### src/verilog/interval_timer_pkg.sv
// What this block does
// - Control register zero on resets, kept on chip-enable
// - Clear bit always reads back zero
// - Count readable at its address, zero to ff
// - Count zero on resets; chip-enable clears bit0
// - Modulo register read/write; zero is forbidden
// - Modulo all ones on resets, kept otherwise
// - Periodic interrupt every modulo times tick period
// - Run starts unaligned to tick, up to +1
// - Stop unaligned to tick, up to -1
// - Software clear leaves prescaler unaligned
// - Clock select change applies immediately
// - Interrupt may coincide with other events
// - Select 00 100k, 01 10k, 10 2k, 11 1k
// - Bit 3 gates tick into counter
// - Writing one to bit 2 clears counter
// - Match requests interrupt unless watchdog or clock-stop coincides; clears counter unless chip-enable coincides
package interval_timer_pkg;
  localparam logic [5:0] modulo_addr        = 6'h1e;
  localparam logic [5:0] count_addr         = 6'h1f;
  localparam logic [5:0] control_addr       = 6'h29;
  localparam int         run_bit_pos        = 3;
  localparam int         clear_bit_pos      = 2;
  localparam logic [3:0] control_reset      = 4'h0;
  localparam logic [7:0] count_reset        = 8'h00;
  localparam logic [7:0] modulo_reset       = 8'hff;
  localparam longint     clk_hz             = 125000000;
  localparam longint     tick_100k_hz       = 100000;
  localparam longint     tick_10k_hz        = 10000;
  localparam longint     tick_2k_hz         = 2000;
  localparam longint     tick_1k_hz         = 1000;
  localparam int         pre_w              = 17;
  localparam logic [pre_w-1:0] div_100k = pre_w'(clk_hz / tick_100k_hz);
  localparam logic [pre_w-1:0] div_10k  = pre_w'(clk_hz / tick_10k_hz);
  localparam logic [pre_w-1:0] div_2k   = pre_w'(clk_hz / tick_2k_hz);
  localparam logic [pre_w-1:0] div_1k   = pre_w'(clk_hz / tick_1k_hz);
endpackage

### src/verilog/modulo_interval_timer.sv
`timescale 1ns/1ps
`default_nettype none
module modulo_interval_timer
  import interval_timer_pkg::*;
(
  input  wire logic       clk_sys_in,          // System clock
  input  wire logic       nrst_in,             // Power-on reset, low
  input  wire logic       watchdog_stack_reset_in, // Sync reset pulse
  input  wire logic       clock_stop_in,       // Sync clock-stop pulse
  input  wire logic       chip_enable_reset_in, // Sync CE reset pulse
  input  wire logic [5:0] addr_in,             // Register address
  input  wire logic       load_in,             // Read strobe
  input  wire logic       store_in,            // Write strobe
  input  wire logic [15:0] transfer_buffer_in, // Write data
  output logic      [15:0] transfer_buffer_out, // Read data
  output logic            irq_out              // Match pulse
);
  import interval_timer_pkg::*;
  logic [3:0] control_reg;
  logic [7:0] count_reg, count_next;
  logic [7:0] modulo_reg;
  logic [15:0] rdata_reg, rdata_next;
  logic       irq_reg;
  logic       tick;
  logic       hard_clr;
  logic       wr_ctl, wr_mod, do_clear, running, match;

  tick_prescaler u_pre (
    .clk_sys_in (clk_sys_in),
    .nrst_in    (nrst_in),
    .select_in  (control_reg[1:0]),
    .tick_out   (tick)
  );

  assign hard_clr = watchdog_stack_reset_in | clock_stop_in;
  assign wr_ctl   = store_in && addr_in == control_addr;
  assign wr_mod   = store_in && addr_in == modulo_addr;
  // Store to count address is ignored by hardware
  assign do_clear = wr_ctl && transfer_buffer_in[clear_bit_pos];
  assign running  = control_reg[run_bit_pos];
  assign match    = running && tick && (count_reg + 8'h01 == modulo_reg);

  always_comb begin
    count_next = count_reg;
    if (hard_clr) count_next = count_reset;
    else if (chip_enable_reset_in) count_next = {count_reg[7:1], 1'b0};
    else if (do_clear) count_next = count_reset;
    else if (match) count_next = count_reset;
    else if (running && tick) count_next = count_reg + 8'h01;
  end

  always_comb begin
    rdata_next = rdata_reg;
    if (load_in) begin
      case (addr_in)
        count_addr:   rdata_next = {8'h00, count_reg};
        modulo_addr:  rdata_next = {8'h00, modulo_reg};
        control_addr: rdata_next = {12'h000, control_reg[3], 1'b0, control_reg[1:0]};
        default:      rdata_next = 16'h0000;
      endcase
    end
  end

  always_ff @(posedge clk_sys_in or negedge nrst_in) begin
    if (!nrst_in) control_reg <= control_reset;
    else if (hard_clr) control_reg <= control_reset;
    else if (chip_enable_reset_in) control_reg <= control_reg;
    else if (wr_ctl) control_reg <= {transfer_buffer_in[3], 1'b0, transfer_buffer_in[1:0]};
  end

  always_ff @(posedge clk_sys_in or negedge nrst_in) begin
    if (!nrst_in) modulo_reg <= modulo_reset;
    else if (hard_clr) modulo_reg <= modulo_reset;
    else if (chip_enable_reset_in) modulo_reg <= modulo_reg;
    else if (wr_mod) modulo_reg <= transfer_buffer_in[7:0];
  end

  always_ff @(posedge clk_sys_in or negedge nrst_in) begin
    if (!nrst_in) begin
      count_reg <= count_reset;
      rdata_reg <= 16'h0000;
      irq_reg   <= 1'b0;
    end else begin
      count_reg <= count_next;
      rdata_reg <= rdata_next;
      irq_reg   <= match && !hard_clr;
    end
  end

  assign transfer_buffer_out = rdata_reg;
  assign irq_out             = irq_reg;
endmodule
`default_nettype wire

### src/verilog/tick_prescaler.sv
`timescale 1ns/1ps
`default_nettype none
module tick_prescaler
  import interval_timer_pkg::*;
(
  input  wire logic       clk_sys_in,  // System clock
  input  wire logic       nrst_in,     // Async reset, low
  input  wire logic [1:0] select_in,   // Tick rate select
  output logic            tick_out     // One-cycle tick pulse
);
  logic [pre_w-1:0] cnt_reg;
  logic [pre_w-1:0] limit;
  logic             wrap;
  // Free running; never realigned by run, clear or select
  assign limit = (select_in == 2'b00) ? div_100k :
                 (select_in == 2'b01) ? div_10k :
                 (select_in == 2'b10) ? div_2k : div_1k;
  assign wrap     = (cnt_reg >= limit - pre_w'(1));
  assign tick_out = wrap;
  always_ff @(posedge clk_sys_in or negedge nrst_in) begin
    if (!nrst_in) cnt_reg <= '0;
    else cnt_reg <= wrap ? '0 : cnt_reg + pre_w'(1);
  end
endmodule
`default_nettype wire

### config.mk
export PLATFORM = sky130hd
export DESIGN_NAME = modulo_interval_timer
export DESIGN_NICKNAME = d
export VERILOG_FILES = /design/src/verilog/interval_timer_pkg.sv /design/src/verilog/modulo_interval_timer.sv /design/src/verilog/tick_prescaler.sv
export SDC_FILE = /design/constraint.sdc
export NUM_CORES = 1
export LEC_CHECK = 0
export CAP_MARGIN = 20
export CORE_ASPECT_RATIO = 0.7
export CORE_MARGIN = 8
export CORE_UTILIZATION = 41
export CTS_CLUSTER_DIAMETER = 40
export DETAILED_ROUTE_END_ITERATION = 12
export DONT_BUFFER_PORTS = 1
export PLACE_DENSITY = 0.59
export SLEW_MARGIN = 20
export SYNTH_ARGS = -nofsm -noshare
export SYNTH_HDL_FRONTEND = slang
export SYNTH_SLANG_ARGS = --single-unit
### constraint.sdc
create_clock -name clk_sys_in -period 5 [get_ports clk_sys_in]
set_input_delay 1 -clock clk_sys_in [delete_from_list [all_inputs] [get_ports clk_sys_in]]
set_output_delay 1 -clock clk_sys_in [all_outputs]
set_load 0.01 [all_outputs]
# After elaboration in Yosys (flattened, before gate mapping)
# Index checks and enable logic that the tools add are counted.
[totals]
inputBits = 29
word_cells = 50
out_inout_bits = 17
regBits = 54
[classes]
bitwise_logic = 1
magnitude_cmp = 1
muxes = 16
add_sub_neg = 3
n_reduce_logical = 15
n_eq_ne = 7
[ops]
columns = ["operator", "n"]
rows = [
  ["17-bit two-way mux", 4],
  ["8-bit two-way mux", 8],
  ["8-bit one-hot mux with 3 select lines", 1],
  ["17-bit by 1-bit adder with 17-bit output (second input constant)", 1],
  ["17-bit >= comparator", 1],
  ["17-bit by 1-bit subtractor with 17-bit output (second input constant)", 1],
  ["6-bit by 5-bit equality test with 1-bit output (second input constant)", 2],
  ["4-bit two-way mux", 3],
  ["8-bit by 1-bit adder with 8-bit output (second input constant)", 1],
  ["8-bit equality test", 1],
  ["6-bit equality test (second input constant)", 1],
  ["1-bit logical AND", 6],
  ["2-bit AND reduction", 3],
  ["5-bit nonzero test", 1],
  ["2-bit nonzero test", 2],
  ["4-bit nonzero test", 1],
  ["2-bit by 1-bit equality test with 1-bit output (second input constant)", 1],
  ["2-bit equality test (second input constant)", 1],
  ["2-bit zero test", 1],
  ["2-bit by 1-bit inequality test with 1-bit output (second input constant)", 1],
  ["1-bit zero test", 1],
  ["1-bit bitwise OR", 1],
]

# Depth between registers and ports, before layout
# Gate-level depths: netlist (run 1).
[depth]
depth_word = 12
depth_mapped = 12
depth_no_buf = 11

# Cells and area by module
# From an unflattened synthesis (run 1), not the netlist that was laid out.
[unflattened]
cells_unflattened = 322
area_unflattened_um2 = 3078.0
[modules_own_cells]
columns = ["mod", "cells_per_inst", "area_per_inst_um2", "seq_area_each_um2", "instances"]
rows = [
  ["modulo_interval_timer", 180, 1761.7, 710.7, 1],
  ["tick_prescaler", 142, 1316.3, 425.4, 1],
]

# Least setup slack after synthesis (run 1)
# Ideal clock, no wire load.
[synth_path]
kind = "reg2reg"
startpoint = "register control_reg[1]"
endpoint = "register count_reg[2]"
period_less_slack_ps = 3020
t_required_ps = 4864
arrival_time_ps = 2884
n_path_buf = 0
slack_ps = 1980
setup_ps = 136
stages_incl_launch_ff = 12
cell_sequence = "dfrtp_1 > inv_1 > ha_1 > nor3b_1 > nand4b_1 > ha_1 > and3_1 > o221ai_1 > a221o_1 > a311oi_1 > or3_1 > o311ai_4"
[synth_between]
elab_chain_len = 12
elab_cells_between_ends = 16
cone_classes = "add/sub (1); order compare (1); eq/ne (2); mux (7); reduce/logical (5)"
[synth_rtl]
columns = ["item", "line", "text"]
rows = [
  ["start, declared", "modulo_interval_timer.sv:19", "logic [3:0] control_reg;"],
  ["start signal, assigned", "modulo_interval_timer.sv:65", "if (!nrst_in) control_reg <= control_reset;"],
  ["start signal, assigned", "modulo_interval_timer.sv:66", "else if (hard_clr) control_reg <= control_reset;"],
  ["start signal, assigned", "modulo_interval_timer.sv:67", "else if (chip_enable_reset_in) control_reg <= control_reg;"],
  ["2-bit equality test", "tick_prescaler.sv:17", "(select_in == 2'b10) ? div_2k : div_1k;"],
  ["17-bit two-way mux", "tick_prescaler.sv:17", ""],
  ["17-bit two-way mux", "tick_prescaler.sv:16", "(select_in == 2'b01) ? div_10k :"],
  ["17-bit two-way mux *", "tick_prescaler.sv:15", "assign limit = (select_in == 2'b00) ? div_100k :"],
  ["17-bit by 1-bit subtractor with 17-bit output *", "tick_prescaler.sv:18", "assign wrap = (cnt_reg >= limit - pre_w'(1));"],
  ["17-bit >= comparator *", "tick_prescaler.sv:18", ""],
  ["1-bit logical AND *", "modulo_interval_timer.sv:41, modulo_interval_timer.sv:49", ""],
  ["1-bit logical AND", "modulo_interval_timer.sv:41", "assign match = running && tick && (count_reg + 8'h01 == modulo_reg);"],
  ["8-bit two-way mux", "modulo_interval_timer.sv:48", "else if (match) count_next = count_reset;"],
  ["8-bit two-way mux", "modulo_interval_timer.sv:47", "else if (do_clear) count_next = count_reset;"],
  ["8-bit two-way mux", "modulo_interval_timer.sv:46", "else if (chip_enable_reset_in) count_next = {count_reg[7:1], 1'b0};"],
  ["8-bit two-way mux", "modulo_interval_timer.sv:45", "if (hard_clr) count_next = count_reset;"],
  ["end signal, assigned", "modulo_interval_timer.sv:80", "count_reg <= count_reset;"],
  ["end signal, assigned", "modulo_interval_timer.sv:84", "count_reg <= count_next;"],
  ["end, declared", "modulo_interval_timer.sv:20", "logic [7:0] count_reg, count_next;"],
]
# Mark *: on every way between the ends. The rest lies on a longest branch, timed or not. The select of a mux whose other input is x is not followed.
# A chain may end at the register's enable or synchronous reset.

# Worst setup path in the final report (run 1)
# Ends and elaborated chain as after synthesis.

==> results.md, run 1 <==
- **Detailed Place HPWL** 5480 um
- **synthesized-area fraction occupied by and/or/nand/nor cells** 22.0%
- **setup-violating endpoint count in the final report** 0
- **status** finished clean
- **met1 global-route usage** 20.7%
- **final estimated routing congestion in global placement** 0.804
- **total power divided by cell area** 190 nW/um2
- **reg2reg end** count_reg[2]
- **met3 capacity usage during global routing** 4.12%
- **largest cells by area after synthesis** dfrtp_1 29%, ha_1 9.8%, dfstp_2 6.6%
- **total core area** 7740 um2
- **Crit path largest cell delay** 0.80 ns
- **diodes inserted** 0
- **path category of the worst min-delay check** input port to asynchronous set/reset pin
- **depth of the worst register-to-register path** 11
- **effective utilization at floorplan** 41.4%
- **worst rel slew slack** 31.3%
- **DP Cell Count** 435
- **clock tree from TritonCTS** yes
- **most common cell in the synthesized netlist** nor2_1
- **Total Wirelength** 7210 um
- **Setup Total Neg Slack** 0 ns
- **main combinational cell family by area after synthesis** simple AND/OR/NAND/NOR gates
- **DIE HEIGHT** 90.0 um
- **Post-synth EDFFs** 0
- **average via count per standard cell** 5.47
- **Worst-Skew Late Latency** 0.31 ns
- **via total after detailed routing** 2424
- **final max-slew violation count** 0
- **Resize count post-CTS** 0
- **worst setup slack for register-to-register paths** 1.33 ns
- **Site Rows** 27
- **DIE WIDTH** 122 um
- **syn_area_per_cell** 9.15 um2
- **proportion of power drawn by the clock network** 38.3%
- **number of antenna violations at the first check in global routing** 0
- **startpoint-to-endpoint class of the critical path** flop to flop
- **adder and majority gate portion of the synthesized area** 9.77%
- **number of top-level pins** 46
- **cell mode on critical path** ha_1
- **via count of the first global-routing pass** 2424
- **Worst path slowest cell** a311oi_1
- **count of hold buffers inserted by post-cts repair** 0
- **number of DRC violations after detailed-routing iteration 0** 100
- **Die Footprint** 10900 um2
- **largest net degree at the start of global routing** 46
- **H-tree lvl count** 2
- **proportion of layout cells with a drive suffix above 1** 9.36%
- **arrival time at the worst endpoint** 3.85 ns
- **mux share of post-synthesis cell area** 5.47%
- **switching power share of the total** 24.7%
- **relative area change from synthesis to final layout** 3.79%
- **cells traversed along the worst timing path** inv_1 > ha_1 > nor3b_1 > nand4b_1 > ha_1 > and3_1 > o221ai_1 > a221o_1 > a311oi_1 > or3_1 > o311ai_4
- **Synth Warn #** 0
- **final-stage net count** 395
- **Synth Cell Area** 3200 um2
- **Maximum Capacitance Violations** 0
- **FF+latch count, synth** 45
- **number of instances in the synthesized netlist** 350
- **share of synthesized area occupied by flip-flops and latches** 35.5%
- **complex-gate fraction of the synthesized area** 14.0%
- **clock tree root driver cell** clkbuf_8
- **# DRC** 0
- **final cell count without fillers** 443
- **clock buffer count from CTS** 5
- **Num Clock Sinks** 45
- **Detailed Routing Iterations Pass 1** 4
- **number of flip-flops in the largest register** 17
- **synth unique cells** 56
- **leading area contributor after synthesis** dfrtp_1
- **Peak supply drop** 0.106 mV
- **overflow left after global routing** 0
- **shortest period the worst path allows** 3.67 ns
- **global-route wire length before repair** 12400 um
- **actual transition at the worst max-transition pin** 1.02 ns
- **fraction of met2 tracks used by global routing** 18.2%
- **buffer levels on the longest clock path** 2
- **Final Hold Vio Count** 0
- **Power Internal** 0.000477 W
- **Clock Skews** 0.00873 ns
- **post-synthesis share of cell area spent on xor and xnor gates** 7.38%
- **total power** 0.000632 W
- **area of all placed cells without fillers** 3320 um2
- **PnR worst setup slack** 1.33 ns
- **worst path required time** 5.18 ns
- **part of the total power dissipated in sequential elements** 58.4%
- **Max Clock Freq** 0.272 GHz
- **share of flip-flops with an asynchronous set or reset** 100%
- **antenna viol nets, final** 0
- **routing layer with the top usage in global route** met1
- **source of the worst register-to-register timing path** control_reg[1]
- **startpoint types** flop
- **unrepaired setup endpoints after global routing** false
- **cell area after placement** 3230 um2
- **dominant register cell in the synthesized netlist** dfrtp_1
- **clock-pin slew reported for the worst setup and hold paths after clock tree synthesis** 0.10 ns
- **Leak Pwr** 1.42 nW
- **crit path max fanout** 8
- **part of the cycle the worst path needs** 73.4%
- **Post-CTS Repair Setup Buffers** 0
- **most frequent cells after synthesis** 43 x nor2_1, 37 x dfrtp_1, 35 x nand2_1, 25 x ha_1, 15 x inv_1
- **pre-CTS WS** 1.34 ns
- **Buffers on Ports** 0
- **WL/cell** 16.3 um
- **area share of the largest cell type after synthesis** 28.9%
- **Total Routing Usage GR** 13.8%
- **net switching power** 0.000156 W
- **part of the total power dissipated in combinational logic** 3.3%
- **crit end category** flop
-- cells by family after synthesis --
| group | after synthesis |
|---|---|
| mux | 17 |
| fa+ha+maj | 25 |
| xor+xnor | 27 |
| compound gates | 57 |
| simple gates | 139 |
| flops | 45 |
| other cells | 2 |
| buf+inv | 38 |
-- stage by stage --
stage / hold slack (ns) / util, %
floorplan: 0.446 / -
global placement: 0.474 / 41.8
detailed placement: 0.485 / 41.8
CTS: 0.361 / 43.0
global route: 0.347 / 43.0
finish: 0.372 / 43.0
-- worst max-delay path, delay by kind of cell (launching register included) --
family / cells / cell delay, ns
compound gates: 4 / 1.40
fa+ha+maj: 2 / 0.56
buf+inv: 1 / 0.20
simple gates: 4 / 0.89
flops: 1 / 0.51
-- power groups by stage --
| stage | Clock [W] | Combinational [W] | Sequential (W) |
|---|---|---|---|
| final | 0.000242 | 0.0000206 | 0.000369 |
| after CTS | 0.000252 | 0.0000205 | 0.000370 |
| after global routing | 0.000267 | 0.0000228 | 0.000370 |
| after floorplan | 0 | 0.0000246 | 0.000376 |
| after detailed placement | 0 | 0.0000205 | 0.000376 |
| after global placement | 0 | 0.0000204 | 0.000376 |
-- layer usage --
metal  vias to the layer above  wire, um
met5                         -         0
li1                       1210         -
met3                        10       477
met1                      1148      3810
met4                         0       107
met2                        56      2820
-- cells in the final DEF, fill, tap and decap left out, types with 6 or more instances in the layout --
| cell type | Yosys | final |
|---|---|---|
| nand3_1 | 14 | 14 |
| inv_1 | 15 | 15 |
| xor2_1 | 14 | 14 |
| conb_1 | 2 | 9 |
| mux2i_1 | 13 | 13 |
| or3_1 | 6 | 6 |
| dfstp_2 | 8 | 8 |
| and3_1 | 6 | 6 |
| nor2_1 | 43 | 43 |
| nand4_1 | 10 | 10 |
| nand2_1 | 35 | 35 |
| xnor2_1 | 13 | 13 |
| dfrtp_1 | 37 | 37 |
| a21oi_1 | 12 | 12 |
| ha_1 | 25 | 25 |
-- worst max-delay path by stage --
stage                         from            to  slack, ns  cells past startpoint
floorplan           control_reg[1]  count_reg[2]       1.98                     11
global placement    control_reg[1]  count_reg[2]       1.40                     11
detailed placement  control_reg[1]  count_reg[2]       1.34                     11
CTS                 control_reg[1]  count_reg[2]       1.29                     11
global route        control_reg[1]  count_reg[2]       1.03                     11
finish              control_reg[1]  count_reg[2]       1.33                     11
-- area by class of cell --
cell class	count	area, um2
fillers	741	4410
multi-input cells	274	1910
flip-flops and latches	45	1140
well taps	101	126
clock buffers	5	68.8
inverters	15	56.3
clock inverters	3	25.0
Note: power is estimated with default switching activity, not from simulation.
==> inputs of run 2 (changes only) <==
ABC_AREA = 1   (was not set)
PLACE_DENSITY = 0.61   (was 0.59)
clock period = 3.02 ns   (was 5 ns; I/O delays follow)
==> results.md, run 2 <==
- **Worst path slowest cell** dfrtp_2
- **clock-pin slew reported for the worst setup and hold paths after clock tree synthesis** 0.10 ns, about the same
- **proportion of layout cells with a drive suffix above 1** 14.1%, +4.7 points
- **status** finished clean
- **Final Hold Vio Count** 0, unchanged
- **part of the total power dissipated in sequential elements** 47.6%, -11 points
- **clock buffer count from CTS** 5, unchanged
- **syn_area_per_cell** 7.74 um2, -15%
- **crit end category** flop
- **Peak supply drop** 0.232 mV, +120%
- **unrepaired setup endpoints after global routing** false
- **Setup Total Neg Slack** 0 ns, unchanged
- **setup-violating endpoint count in the final report** 0, unchanged
- **arrival time at the worst endpoint** 2.94 ns, -0.91 ns
- **reg2reg end** count_reg[3]
- **highest-count cells in the layout ignoring fill and taps** 85 x nand2_1, 55 x inv_1, 40 x nand3_1, 35 x dfrtp_1, 34 x nor2_1
- **number of top-level pins** 46, unchanged
- **number of instances in the synthesized netlist** 413, +18%
- **dominant register cell in the synthesized netlist** dfrtp_1
- **largest cells by area after synthesis** dfrtp_1 29%, nand2_1 10%, ha_1 9.8%
- **final-stage net count** 472, +19%
- **Maximum Capacitance Violations** 0, unchanged
- **# DRC** 0, unchanged
- **worst setup slack for register-to-register paths** 0.33 ns, -1.00 ns
- **part of the cycle the worst path needs** 89.2%, +16 points
- **Leak Pwr** 1.70 nW, +20%
- **actual transition at the worst max-transition pin** 0.583 ns, -0.440 ns
- **buffer levels on the longest clock path** 2, unchanged
- **number of flip-flops in the largest register** 17, unchanged
- **area share of the largest cell type after synthesis** 29.0%, +0.068 points
- **synth unique cells** 38, -32%
- **Clock Skews** 0.0110 ns, +0.00229 ns
- **proportion of power drawn by the clock network** 31.4%, -6.9 points
- **cells traversed along the worst timing path** inv_1 > ha_1 > nor2_1 > nand2_1 > xnor2_1 > ha_1 > nand2_1 > inv_1 > nand2_1 > nor2_1 > nand3_1 > nand2_1 > nor2_1 > nand2_2 > nand2_4 > a21oi_4 > buf_4 > nand3_1 > nand2_1
- **share of flip-flops with an asynchronous set or reset** 100%, unchanged
- **worst rel slew slack** 61.2%, +30 points
- **commonest non-fill, non-tap cell in the layout** nand2_1
- **startpoint-to-endpoint class of the critical path** flop to flop
- **largest net degree at the start of global routing** 38, -17%
- **Power Internal** 0.00105 W, +120%
- **PnR worst setup slack** 0.328 ns, -1.00 ns
- **effective utilization at floorplan** 41.5%, +0.084 points
- **Detailed Routing Iterations Pass 1** 4, unchanged
- **final-layout worst hold slack** 0.131 ns, -0.241 ns
- **Buffers on Ports** 0, unchanged
- **DIE WIDTH** 122 um, -0.10%
- **depth of the worst register-to-register path** 19, +8
- **final max-slew violation count** 0, unchanged
- **number of DRC violations after detailed-routing iteration 0** 232, +130%
- **switching power share of the total** 32.4%, +7.8 points
- **Crit path largest cell delay** 0.44 ns, -0.36 ns
- **final estimated routing congestion in global placement** 0.884, +9.9%
- **diodes inserted** 0, unchanged
- **most common cell in the synthesized netlist** nand2_1
- **WL/cell** 14.7 um, -9.8%
- **total power** 0.00156 W, +150%
- **FF+latch count, synth** 45, unchanged
- **Total Wirelength** 7630 um, +5.9%
- **net switching power** 0.000505 W, +220%
- **average via count per standard cell** 5.01, -8.5%
- **Site Rows** 27, unchanged
- **Synth Warn #** 0, unchanged
- **worst path required time** 3.27 ns, -1.91 ns
- **Synth Cell Area** 3200 um2, -0.23%
- **total core area** 7700 um2, -0.44%
- **part of the total power dissipated in combinational logic** 20.9%, +18 points
- **number of antenna violations at the first check in global routing** 0, unchanged
- **leading area contributor after synthesis** dfrtp_1
- **startpoint types** flop
- **global-route wire length before repair** 13000 um, +5.4%
- **path category of the worst min-delay check** input port to asynchronous set/reset pin
- **H-tree lvl count** 2, unchanged
- **cell mode on critical path** nand2_1
- **share of synthesized area occupied by flip-flops and latches** 35.6%, +0.083 points
- **Max Clock Freq** 0.371 GHz, +36%
- **shortest period the worst path allows** 2.69 ns, -0.980 ns
- **Worst-Skew Late Latency** 0.31 ns, about the same
- **Detailed Place HPWL** 5810 um, +6.0%
- **relative area change from synthesis to final layout** 7.56%
- **via count of the first global-routing pass** 2563, +5.7%
- **Die Footprint** 10900 um2, -0.20%
- **antenna viol nets, final** 0, unchanged
- **most frequent cells after synthesis** 85 x nand2_1, 56 x inv_1, 40 x nand3_1, 37 x dfrtp_1, 34 x nor2_1
- **via total after detailed routing** 2603, +7.4%
- **total power divided by cell area** 453 nW/um2, +140%
- **Total Routing Usage GR** 14.7%, +0.86 points
- **pre-CTS WS** 0.197 ns, -1.14 ns
- **DIE HEIGHT** 89.9 um, about the same
- **overflow left after global routing** 0, unchanged
- **source of the worst register-to-register timing path** control_reg[1]
- **clock tree from TritonCTS** yes
- **crit path max fanout** 8, unchanged
- **Num Clock Sinks** 45, unchanged
- **Post-synth EDFFs** 0, unchanged
- **clock tree root driver cell** clkbuf_8
run 2: changes by cell type in the layout (fill, tap and decap cells not counted), moves of 5 or more:
| cell | before | now |
|---|---|---|
| mux2i_1 | 13 | 0 |
| nor2_2 | 0 | 8 |
| inv_1 | 15 | 55 |
| nand2_1 | 35 | 85 |
| nor2_1 | 43 | 34 |
| and3_1 | 6 | 0 |
| xor2_1 | 14 | 3 |
| xnor2_1 | 13 | 7 |
| o21ai_0 | 5 | 29 |
| o32a_1 | 5 | 0 |
| or3_1 | 6 | 0 |
| nand3_1 | 14 | 40 |
run 2: final cells by class:
class	instances	area (um2)
fill	795	4270
multi-input combinational	304	1790
sequential	45	1140
inverter	57	218
tap	101	126
clock buffer	5	68.8
clock inverter	3	50.0
timing repair buffer	5	50.0
run 2: through the flow:
stage	util (%)	instance area, um2	instances
3_3_place_gp	42.6	3280	510
5_1_grt	44.6	3440	520
4_1_cts	44.4	3420	519
6_report	44.6	3440	520
3_5_place_dp	42.6	3280	510
2_1_floorplan	-	3220	420
run 2: worst max path at each step:
stage	start	slack [ns]	depth (start not counted)	end
floorplan	control_reg[1]	0.68	18	count_reg[3]
global placement	control_reg[1]	0.27	19	count_reg[2]
detailed placement	control_reg[1]	0.20	18	u_pre.cnt_reg[4]
CTS	control_reg[1]	0.17	18	u_pre.cnt_reg[4]
global route	control_reg[1]	0.04	19	count_reg[4]
finish	control_reg[1]	0.33	19	count_reg[3]
run 2: per-layer routing:
metal  routed length (um)  track usage [%]  vias to the layer above
met5                    0                0                        -
li1                     -                -                     1340
met3                  657             3.87                        4
met1                 4090             22.5                     1179
met2                 2840             19.5                       80
met4                   49             3.17                        0
run 2: power by group through the flow:
stage | Sequential [W] | Clock [W] | Combinational [W]
global route | 0.000753 | 0.000525 | 0.000389
CTS | 0.000741 | 0.000506 | 0.000328
floorplan | 0.000731 | 0 | 0.000270
global placement | 0.000749 | 0 | 0.000299
finish | 0.000741 | 0.000489 | 0.000326
detailed placement | 0.000751 | 0 | 0.000311
run 2: kinds of logic after synthesis:
logic type | after synthesis | share of synthesized area, %
AND/OR/NAND/NOR | 199 | 30.6
flip-flops | 45 | 35.6
other | 2 | 0.235
XOR/XNOR | 10 | 2.74
multiplexers | 6 | 2.11
buffers and inverters | 71 | 9.40
adder cells (fa/ha/maj) | 25 | 9.79
AO/OA/AOI/OAI | 55 | 9.59
run 2: what timing repair did:
action,CTS,global route
buffers inserted,0,1
hold endpoints to repair,37,0
gates resized for setup,0,3
hold buffers,1,0
endpoints found under the setup margin,0,14
run 2: worst max-delay path: cells and delay by family, from the launching register on:
family | cells | cell delay (ns)
AND/OR/NAND/NOR | 12 | 0.88
adder cells (fa/ha/maj) | 2 | 0.53
flip-flops | 1 | 0.44
buffers and inverters | 3 | 0.40
AO/OA/AOI/OAI | 1 | 0.23
XOR/XNOR | 1 | 0.15
